`config.mk`:
```
export PLATFORM = sky130hd
export DESIGN_NAME = sgc_gate_ctrl
export DESIGN_NICKNAME = d
export VERILOG_FILES = /design/src/rtl/sgc_pkg.sv /design/src/rtl/sgc_timer.sv /design/src/rtl/sgc_gate_ctrl.sv
export SDC_FILE = /design/constraint.sdc
export NUM_CORES = 1
export LEC_CHECK = 0
export ABC_CLOCK_PERIOD_IN_PS = 8950
export BUFFER_PORTS_ARGS = -buffer_cell sky130_fd_sc_hd__buf_2
export CAP_MARGIN = 20
export CORE_MARGIN = 2
export CORE_UTILIZATION = 65
export CTS_CLUSTER_DIAMETER = 200
export DETAILED_ROUTE_END_ITERATION = 12
export PLACE_DENSITY_LB_ADDON = 0.08
export SLEW_MARGIN = 20
export SYNTH_ARGS = -nofsm -noshare
export SYNTH_HDL_FRONTEND = slang
export SYNTH_SLANG_ARGS = --single-unit
```
`constraint.sdc`:
```
create_clock -name clk -period 8.95 [get_ports clk]
set_input_delay 0.4475 -clock clk [delete_from_list [all_inputs] [get_ports clk]]
set_output_delay 0.4475 -clock clk [all_outputs]
set_load 0.02 [all_outputs]
```
`src/rtl/sgc_pkg.sv`:
```
// Constants and types shared by the start-up gate controller.
// Assumes a single 100 MHz clock; all intervals are counted in its cycles.
package sgc_pkg;

    // ==========================================================
    // Clock and interval figures
    localparam int CLK_NS       = 10;
    localparam int BLANK_NS     = 240;
    localparam int WIN_NS       = 166;
    localparam int OFF_NS       = 21000;
    localparam int CEASE_NS     = 260000;
    localparam int BURST_GAP_NS = 4000;

    localparam int BLANK_CYC = (BLANK_NS + CLK_NS - 1) / CLK_NS;
    localparam int WIN_CYC   = (WIN_NS + CLK_NS - 1) / CLK_NS;
    localparam int OFF_CYC   = (OFF_NS + CLK_NS - 1) / CLK_NS;
    localparam int CEASE_CYC = (CEASE_NS + CLK_NS - 1) / CLK_NS;
    // Falling edges closer than this belong to one sleep burst
    localparam int GAP_CYC   = BURST_GAP_NS / CLK_NS;

    // ==========================================================
    // Widths and counts
    localparam int TMR_W  = 16;
    localparam int LFO_W  = 21;
    localparam int GAP_W  = 9;

    localparam logic [4:0]       PULSE_MAX   = 5'h10;
    localparam logic [2:0]       SLEEP_EDGES = 3'h5;
    localparam logic [GAP_W-1:0] GAP_MAX     = GAP_W'(GAP_CYC);

    typedef enum logic [1:0] {
        ST_IDLE,
        ST_ON,
        ST_OFF
    } sgc_state_t;

endpackage

```
`src/rtl/sgc_timer.sv`:
```
// One-shot interval timer used for blanking, window, off-time and cease.
// Assumes start is a single-cycle pulse; a start while running reloads.
module sgc_timer #(
    parameter int          W     = 16,
    parameter int unsigned COUNT = 1
) (
    input  logic clk,
    input  logic nrst,
    input  logic start,
    output logic run,
    output logic done
);

    logic [W-1:0] cnt;
    logic [W-1:0] next_cnt;
    logic         next_run;
    logic         next_done;

    // ==========================================================
    // Run stays high for exactly COUNT cycles after start
    always_comb begin
        next_cnt  = cnt;
        next_run  = run;
        next_done = 1'b0;
        if (start) begin
            next_run = 1'b1;
            next_cnt = W'(COUNT - 1);
        end else if (run) begin
            if (cnt == '0) begin
                next_run  = 1'b0;
                next_done = 1'b1;
            end else begin
                next_cnt = cnt - W'(1);
            end
        end
    end

    always_ff @(posedge clk or negedge nrst) begin
        if (!nrst) begin
            cnt  <= '0;
            run  <= 1'b0;
            done <= 1'b0;
        end else begin
            cnt  <= next_cnt;
            run  <= next_run;
            done <= next_done;
        end
    end

endmodule

```
`src/rtl/sgc_gate_ctrl.sv`:
```
// Gate-control logic of a primary-side flyback start-up controller.
// Assumes supply comparators, current comparators and the command pin
// arrive as clean levels synchronous to clk; lfo_period comes from the
// resistor-programmed oscillator setting, in clk cycles.
//
// Operation
// Accept external commands only once the supply passes the regulator turn-off level.
// Undervoltage flag uses hysteresis; above upper level internal regulator may gate.
// Below the lower undervoltage level, gate held low and all gating suppressed.
// Overvoltage stops all gating until supply falls below lower hysteresis level.
// Both comparators ignored for the blanking interval at each on-time start.
// Window follows blanking; window comparator trip inside it ends the on-time.
// Comparators ORed into latch reset; reset ends on-time and starts off-time.
// Internal mode: fixed off-time, then latch set and a new on-time starts.
// Low peak reference under internal control, high reference under external control.
// External mode: comparator trip ends on-time until next external on command.
// Start-up allows exactly sixteen pulses per oscillator period, then no gating.
// Oscillator period is set externally and only counted here.
// External run mode disables oscillator burst gating entirely.
// Secondary controller should regulate quickly so external bias persists.
// Command input active low; low requests gate high.
// No command activity for the cease interval returns control to start-up mode.
// Five fast pulses command sleep; gating stops until commands resume or lockout.
// All intervals measured by counters on one clock with parameter terminal counts; the oscillator period count ends at the lfo_period input instead.
module sgc_gate_ctrl #(
    parameter int unsigned CEASE_CYC = sgc_pkg::CEASE_CYC,
    parameter int          LFO_W     = sgc_pkg::LFO_W
) (
    input  logic             clk,
    input  logic             nrst,
    input  logic             vdd_above_uv_hi,
    input  logic             vdd_below_uv_lo,
    input  logic             vdd_above_ov_hi,
    input  logic             vdd_below_ov_lo,
    input  logic             vdd_above_reg_off,
    input  logic             pulse_n,
    input  logic             peak_limit_cmp,
    input  logic             ccm_window_cmp,
    input  logic [LFO_W-1:0] lfo_period,
    output logic             gate,
    output logic             peak_ref_high,
    output logic             ext_mode,
    output logic             sleep_mode
);

    logic                    uv_ok;
    logic                    ov_lock;
    logic                    next_uv_ok;
    logic                    next_ov_lock;
    logic                    gate_ok;
    logic                    pulse_q;
    logic                    next_pulse_q;
    logic                    fall;
    logic                    act;
    logic                    next_ext;
    logic                    next_sleep;
    logic                    next_ref_high;
    logic [2:0]              edge_cnt;
    logic [2:0]              next_edge;
    logic [sgc_pkg::GAP_W-1:0] gap_cnt;
    logic [sgc_pkg::GAP_W-1:0] next_gap;
    sgc_pkg::sgc_state_t     state;
    sgc_pkg::sgc_state_t     next_state;
    logic                    next_gate;
    logic                    on_start;
    logic                    off_start;
    logic                    trip;
    logic [LFO_W-1:0]        lfo_cnt;
    logic [LFO_W-1:0]        next_lfo;
    logic                    lfo_wrap;
    logic [4:0]              pulse_cnt;
    logic [4:0]              next_pcnt;
    logic                    burst_ok;
    logic                    blank_run;
    logic                    blank_done;
    logic                    win_run;
    logic                    win_open;
    logic                    off_run;
    logic                    off_done;
    logic                    cease_done;

    // ==========================================================
    // Interval timers, all on clk
    sgc_timer #(.W(sgc_pkg::TMR_W), .COUNT(sgc_pkg::BLANK_CYC)) u_blank (
        .clk   (clk),
        .nrst  (nrst),
        .start (on_start),
        .run   (blank_run),
        .done  (blank_done)
    );

    // Blank_done already opens the first window cycle, so the timer covers the rest
    sgc_timer #(.W(sgc_pkg::TMR_W), .COUNT(sgc_pkg::WIN_CYC - 1)) u_window (
        .clk   (clk),
        .nrst  (nrst),
        .start (blank_done),
        .run   (win_run),
        .done  ()
    );

    sgc_timer #(.W(sgc_pkg::TMR_W), .COUNT(sgc_pkg::OFF_CYC)) u_off (
        .clk   (clk),
        .nrst  (nrst),
        .start (off_start),
        .run   (off_run),
        .done  (off_done)
    );

    // Every command edge restarts the cease interval
    sgc_timer #(.W(sgc_pkg::TMR_W), .COUNT(CEASE_CYC)) u_cease (
        .clk   (clk),
        .nrst  (nrst),
        .start (act),
        .run   (),
        .done  (cease_done)
    );

    // ==========================================================
    // Supply lockout flags
    always_comb begin
        next_uv_ok   = uv_ok;
        next_ov_lock = ov_lock;
        if (vdd_above_uv_hi) begin
            next_uv_ok = 1'b1;
        end else if (vdd_below_uv_lo) begin
            next_uv_ok = 1'b0;
        end
        if (vdd_above_ov_hi) begin
            next_ov_lock = 1'b1;
        end else if (vdd_below_ov_lo) begin
            next_ov_lock = 1'b0;
        end
    end

    always_ff @(posedge clk or negedge nrst) begin
        if (!nrst) begin
            uv_ok   <= 1'b0;
            ov_lock <= 1'b0;
        end else begin
            uv_ok   <= next_uv_ok;
            ov_lock <= next_ov_lock;
        end
    end

    // Next sleep value: the entering edge gates nothing, the waking edge is a command
    assign gate_ok = uv_ok && !ov_lock && !next_sleep;

    // ==========================================================
    // Command pin: mode, cease and sleep burst detection
    assign fall = pulse_q && !pulse_n;
    assign act  = pulse_q != pulse_n;

    always_comb begin
        next_pulse_q = pulse_n;
        next_ext     = ext_mode;
        next_sleep   = sleep_mode;
        next_edge    = edge_cnt;
        next_gap     = (gap_cnt == sgc_pkg::GAP_MAX) ? gap_cnt : gap_cnt + 1'b1;
        if (fall) begin
            next_gap  = '0;
            // Normal PWM edges are far apart, so they never build a burst
            next_edge = (gap_cnt < sgc_pkg::GAP_MAX) ? edge_cnt + 3'h1 : 3'h1;
            if (sleep_mode) begin
                next_sleep = 1'b0;
                next_edge  = '0;
            end else if (next_edge == sgc_pkg::SLEEP_EDGES) begin
                next_sleep = 1'b1;
                next_edge  = '0;
            end
        end
        if (cease_done && !act) begin
            next_ext = 1'b0;
        end
        if (act && vdd_above_reg_off) begin
            next_ext = 1'b1;
        end
        if (!uv_ok) begin
            next_ext   = 1'b0;
            next_sleep = 1'b0;
            next_edge  = '0;
        end
        next_ref_high = next_ext;
    end

    always_ff @(posedge clk or negedge nrst) begin
        if (!nrst) begin
            pulse_q       <= 1'b1;
            ext_mode      <= 1'b0;
            sleep_mode    <= 1'b0;
            edge_cnt      <= '0;
            gap_cnt       <= sgc_pkg::GAP_MAX;
            peak_ref_high <= 1'b0;
        end else begin
            pulse_q       <= next_pulse_q;
            ext_mode      <= next_ext;
            sleep_mode    <= next_sleep;
            edge_cnt      <= next_edge;
            gap_cnt       <= next_gap;
            peak_ref_high <= next_ref_high;
        end
    end

    // ==========================================================
    // Low-frequency burst counter, idle in external mode
    assign lfo_wrap = (lfo_cnt + LFO_W'(1)) >= lfo_period;
    assign burst_ok = pulse_cnt < sgc_pkg::PULSE_MAX;

    always_comb begin
        next_lfo  = lfo_cnt + LFO_W'(1);
        next_pcnt = pulse_cnt;
        if (next_ext || !uv_ok) begin
            next_lfo  = '0;
            next_pcnt = '0;
        end else if (lfo_wrap) begin
            next_lfo  = '0;
            next_pcnt = '0;
        end else if (on_start && burst_ok) begin
            next_pcnt = pulse_cnt + 5'h1;
        end
    end

    always_ff @(posedge clk or negedge nrst) begin
        if (!nrst) begin
            lfo_cnt   <= '0;
            pulse_cnt <= '0;
        end else begin
            lfo_cnt   <= next_lfo;
            pulse_cnt <= next_pcnt;
        end
    end

    // ==========================================================
    // Gate latch and sequencing
    // Window comparator only counts inside its window; peak after blanking
    assign win_open = blank_done || win_run;
    assign trip = (peak_limit_cmp && !blank_run) || (ccm_window_cmp && win_open);

    always_comb begin
        next_state = state;
        case (state)
            sgc_pkg::ST_IDLE: begin
                if (gate_ok) begin
                    if (next_ext) begin
                        if (fall) begin
                            next_state = sgc_pkg::ST_ON;
                        end
                    end else if (burst_ok) begin
                        next_state = sgc_pkg::ST_ON;
                    end
                end
            end
            sgc_pkg::ST_ON: begin
                if (!gate_ok) begin
                    next_state = sgc_pkg::ST_IDLE;
                end else if (next_ext) begin
                    if (pulse_n || trip) begin
                        next_state = sgc_pkg::ST_IDLE;
                    end
                end else if (trip) begin
                    next_state = sgc_pkg::ST_OFF;
                end
            end
            sgc_pkg::ST_OFF: begin
                if (!gate_ok) begin
                    next_state = sgc_pkg::ST_IDLE;
                end else if (next_ext) begin
                    next_state = fall ? sgc_pkg::ST_ON : sgc_pkg::ST_IDLE;
                end else if (off_done) begin
                    next_state = burst_ok ? sgc_pkg::ST_ON : sgc_pkg::ST_IDLE;
                end
            end
            default: begin
                next_state = sgc_pkg::ST_IDLE;
            end
        endcase
        next_gate = next_state == sgc_pkg::ST_ON;
    end

    assign on_start  = (state != sgc_pkg::ST_ON) && (next_state == sgc_pkg::ST_ON);
    assign off_start = (state != sgc_pkg::ST_OFF) && (next_state == sgc_pkg::ST_OFF);

    always_ff @(posedge clk or negedge nrst) begin
        if (!nrst) begin
            state <= sgc_pkg::ST_IDLE;
            gate  <= 1'b0;
        end else begin
            state <= next_state;
            gate  <= next_gate;
        end
    end
endmodule

```
==> results.md <==
Run status:
- The run finished with clean final reports.

Worst setup path:
- The critical path runs through a total of 11 cells.
- The cell seen most often among critical-path stages is nand3_1.
- The worst setup path is launched from a flop.
- The depth of the most critical reg-to-reg path is 11.
- The arrival time at the worst endpoint is 3.92 ns.
- The number of buffers and inverters on the critical path is 0.
- At the worst endpoint, the required time is 9.32 ns.
- The worst setup path is of the flop to flop kind.
- The largest single stage delay on the critical path is 0.74 ns.
- Among cell families on the critical path, the largest total delay comes from simple AND/OR/NAND/NOR gates.
- The category of the worst setup path capture point is a flop.
- Of all nets on the critical path, the largest fanout is 26.
- The slowest stage of the critical path belongs to the cell a211o_1.
- The signal on the critical path passes through nand3_1, nor3_1, nand3_1, xnor2_1, ha_1, nand4_1, nor2_1, o21ai_0, a2111oi_0, a211o_1, nor2b_1.

Yosys:
- Sequential cells were found to cover 46.1% of the synthesized design area.
- After synthesis the cells add up to 0.00636 mm2.
- Synthesis produced a netlist with a net count of 717.
- The cell count after synthesis came out at 655.
- The post-synthesis average cell area is 9.71 um2.
- The synthesized netlist devotes 8.71% of its cell area to compound gates.
- The largest family of logic cells by synthesized area is simple AND/OR/NAND/NOR gates.
- The number of flip-flops and latches in the synthesized netlist is 117.
- The multiplexer share of the synthesized area is 0.315%.
- The Yosys step of the flow raised 0 warnings.
- In this run, synthesis inferred 0 flip-flops with an integrated enable.
- Counting flops with an async set or reset pin after synthesis yields a share of 100%.
- The prevailing post-synth register cell is dfrtp_1.
- The number of different library cells used by synthesis comes to 59.
- Summing the areas of all and, or, nand and nor instances in the mapped netlist gives 24.8% of the synthesized area.
- The adder and majority cell fraction of the synthesized area is 6.10%.
- The synthesized netlist devotes 10.2% of its cell area to XOR and XNOR gates.

Cells and area:
- The library cell used most frequently in the layout, excluding fill and tap cells, is dfrtp_1.
- After routing the design area is 0.00728 mm2.
- The multi-input logic area is 0.00320 mm2.
- At the end of the flow, the number of nets in the layout was 758.
- The final core area utilization is 75.6%.
- Summing all flip-flop and latch instances after layout gives 0.00293 mm2.
- Leaving out fill and tap cells, the most frequent cells in the layout are dfrtp_1, nor2_1, inv_1.
- The diode insertion count for antenna repair is 0.
- After filler insertion, the fill cell instance count of the layout stands at 694.
- Cells with a size suffix above 1 make up 12.6% of the layout.
- The post-synthesis to final-layout area growth is 14.5%.

Timing:
- The worst pin sits at a relative slew slack of 42.5%.
- Static timing analysis puts the maximum clock frequency at 281 MHz.
- Setup repair after global routing left no endpoint under its margin.
- The final max-slew violation count is 0.
- Dividing the final minimum period by the clock period gives 39.7%.
- The clock period minus worst slack is 3.56 ns.
- After routing, the total negative slack on setup checks comes to 0 ns.
- At the pin with the least slew margin, the transition time is 0.863 ns.
- The number of failing hold endpoints at the final stage is 0.
- Clock skew on the completed layout was measured at 0.00863 ns.
- Setup violations remaining at the end of the flow were counted as 0.

Floorplanning:
- The die covers 0.0106 mm2.
- The core region is 0.00964 mm2.
- In this run the horizontal extent of the chip is 103 um.
- The top-level port count is 35.
- The floorplan row count is 36.
- The starting density of the core is 66.0%.
- The floorplan step set the die height to 103 um.

Place:
- The placed instances occupy a cell area of 0.00665 mm2.
- Port buffering added 34 buffers.
- At the end of routability-driven placement, the weighted congestion stood at 0.860.
- Once detailed placement completed, the half-perimeter wirelength came to 8380 um.

Drt:
- Dividing the detail-routed wire length by the instance count gives 14.8 um.
- The number of vias per cell after detailed routing is 5.60.
- Detailed routing inserted a total of 4717 vias.
- The final wirelength is 12500 um.
- The number of remaining DRC errors is 0.
- The violation count after the first detailed-routing iteration is 192.
- The count of nets left with antenna violations after detail routing is 0.
- The first-pass detailed-route iteration total is 4.

Global route:
- Entering global routing, the biggest net connects 83 pins.
- For this run the aggregate overflow at the end of global routing stands at 0.
- The number of antenna violations at the first check in global routing is 0.
- The global-route wire length before repair is 21100 um.
- The total global routing track utilization is 25.9%.
- The via count of the first global-routing pass was 4724.

CTS:
- The cell sitting at the root of the clock tree is a clkbuf_8.
- The total clock buffers created by CTS is 17.
- The number of clock sinks seen by CTS is 117.
- TritonCTS built the clock tree.
- The number of resized instances in the post-cts repair step is 0.
- For the worst-skew pair, the clock arrives at the later sink with an insertion delay of 0.53 ns.
- The longest clock path from root to sink contains 2 buffers.
- After clock tree synthesis, the clock-pin slew on the worst setup and hold paths is 0.06 ns.
- The H-tree was split into 4 levels.

Worst hold path:
- The tightest min-delay check is of the input port to flop type.
- The worst hold path stage count is 1.

Power and ir drop:
- The leakage power is 3.32 nW.
- Dividing total power by cell area gives a power density of 248 mW/mm2.
- The worst-case IR drop observed on VDD is 0.178 mV.

Flow run:
- The max-capacitance violation count is 0.
[routing by layer]
layer	vias up	GRT usage [%]	wire length [um]
met5	-	0	0
met3	13	6.64	416
met2	82	43.4	6230
met4	0	9.62	172
met1	2275	32.4	5670
li1	2347	-	-
[state kept, by name, indices dropped and copies added, names as in the netlist]
name / flops
u_window.run: 1
lfo_cnt: 21
gate: 1
sleep_mode: 1
u_blank.cnt: 16
u_cease.done: 1
uv_ok: 1
gap_cnt: 9
u_off.cnt: 16
pulse_cnt: 5
state: 2
u_blank.run: 1
ext_mode: 1
u_cease.cnt: 16
u_blank.done: 1
u_cease.run: 1
ov_lock: 1
edge_cnt: 3
u_off.run: 1
u_off.done: 1
pulse_q: 1
u_window.cnt: 16
[final cells by class]
type                       instances  area share [%]
inverter                          45            2.32
clock buffer                      21            6.44
clock inverter                    11            2.04
multi-input combinational        478            43.9
tap                              133            2.28
timing repair buffer              37            2.77
sequential                       117            40.3
[worst paths after layout]
path	from	to	slack (ns)
max	lfo_cnt[0]$_DFF_PN0_	lfo_cnt[20]$_DFF_PN0_	5.39
min	pulse_n	pulse_q$_DFF_PN1_	0.04
max reg2reg	lfo_cnt[0]$_DFF_PN0_	lfo_cnt[20]$_DFF_PN0_	5.39
min reg2reg	u_off.run$_DFF_PN0_	u_off.done$_DFF_PN0_	0.50
max in group asynchronous	nrst	u_off.cnt[7]$_DFFE_PN0P_	7.47
min in group asynchronous	nrst	gap_cnt[0]$_DFFE_PN0P_	0.41
[cells by family after synthesis]
kind of cell / count (synthesis)
AO/OA/AOI/OAI: 77
XOR/XNOR: 74
adder cells (fa/ha/maj): 31
buffers and inverters: 60
flip-flops: 117
multiplexers: 2
AND/OR/NAND/NOR: 294
[where the power goes]
group,internal [W],switching (W),total [W],leakage (nW)
clock,0.000453,0.000243,0.000696,0.284
sequential,0.000620,0.0000971,0.000717,1.45
combinational,0.000163,0.000227,0.000390,1.59
total,0.00124,0.000567,0.00180,3.32
[timing repair]
action                    in CTS  in global routing
hold endpoints to repair      32                  0
hold buffers                   1                  0
buffers inserted               0                  0
[through the flow]
stage | total power (W) | instances | worst slack [ns] | hold slack [ns]
after floorplan | 0.00101 | 655 | 6.07 | 0.152
after global placement | 0.00109 | 809 | 5.58 | 0.418
after detailed placement | 0.00111 | 809 | 5.48 | 0.430
after CTS | 0.00181 | 842 | 5.41 | 0.0225
after global routing | 0.00191 | 842 | 5.05 | 0.0196
final | 0.00180 | 842 | 5.39 | 0.0386
[cells in the mapped netlist (3+ instances only)]
cell,n,area share [%]
nand4b_1,6,0.83
nand4_1,16,1.6
nand2_1,44,2.6
and4_1,5,0.69
nand3_1,27,2.1
a21o_1,8,0.94
dfstp_2,4,1.7
and2_1,11,1.1
o21a_1,4,0.47
nor3_1,17,1.3
nor2_1,74,4.4
nor2b_1,30,3.0
o21ai_0,17,1.3
dfrtp_1,113,44
o211ai_1,5,0.59
ha_1,31,6.1
nand2b_1,7,0.69
a22o_1,3,0.41
nand3b_1,5,0.59
and3_1,8,0.79
or4_1,6,0.71
clkbuf_1,11,0.65
or2_2,3,0.30
nor4_1,13,1.3
a21oi_1,19,1.5
inv_1,45,2.7
nor4b_1,3,0.41
xor2_1,44,6.1
or3_1,9,0.89
xnor2_1,30,4.1
No activity file was read; power rests on OpenSTA's default activity.
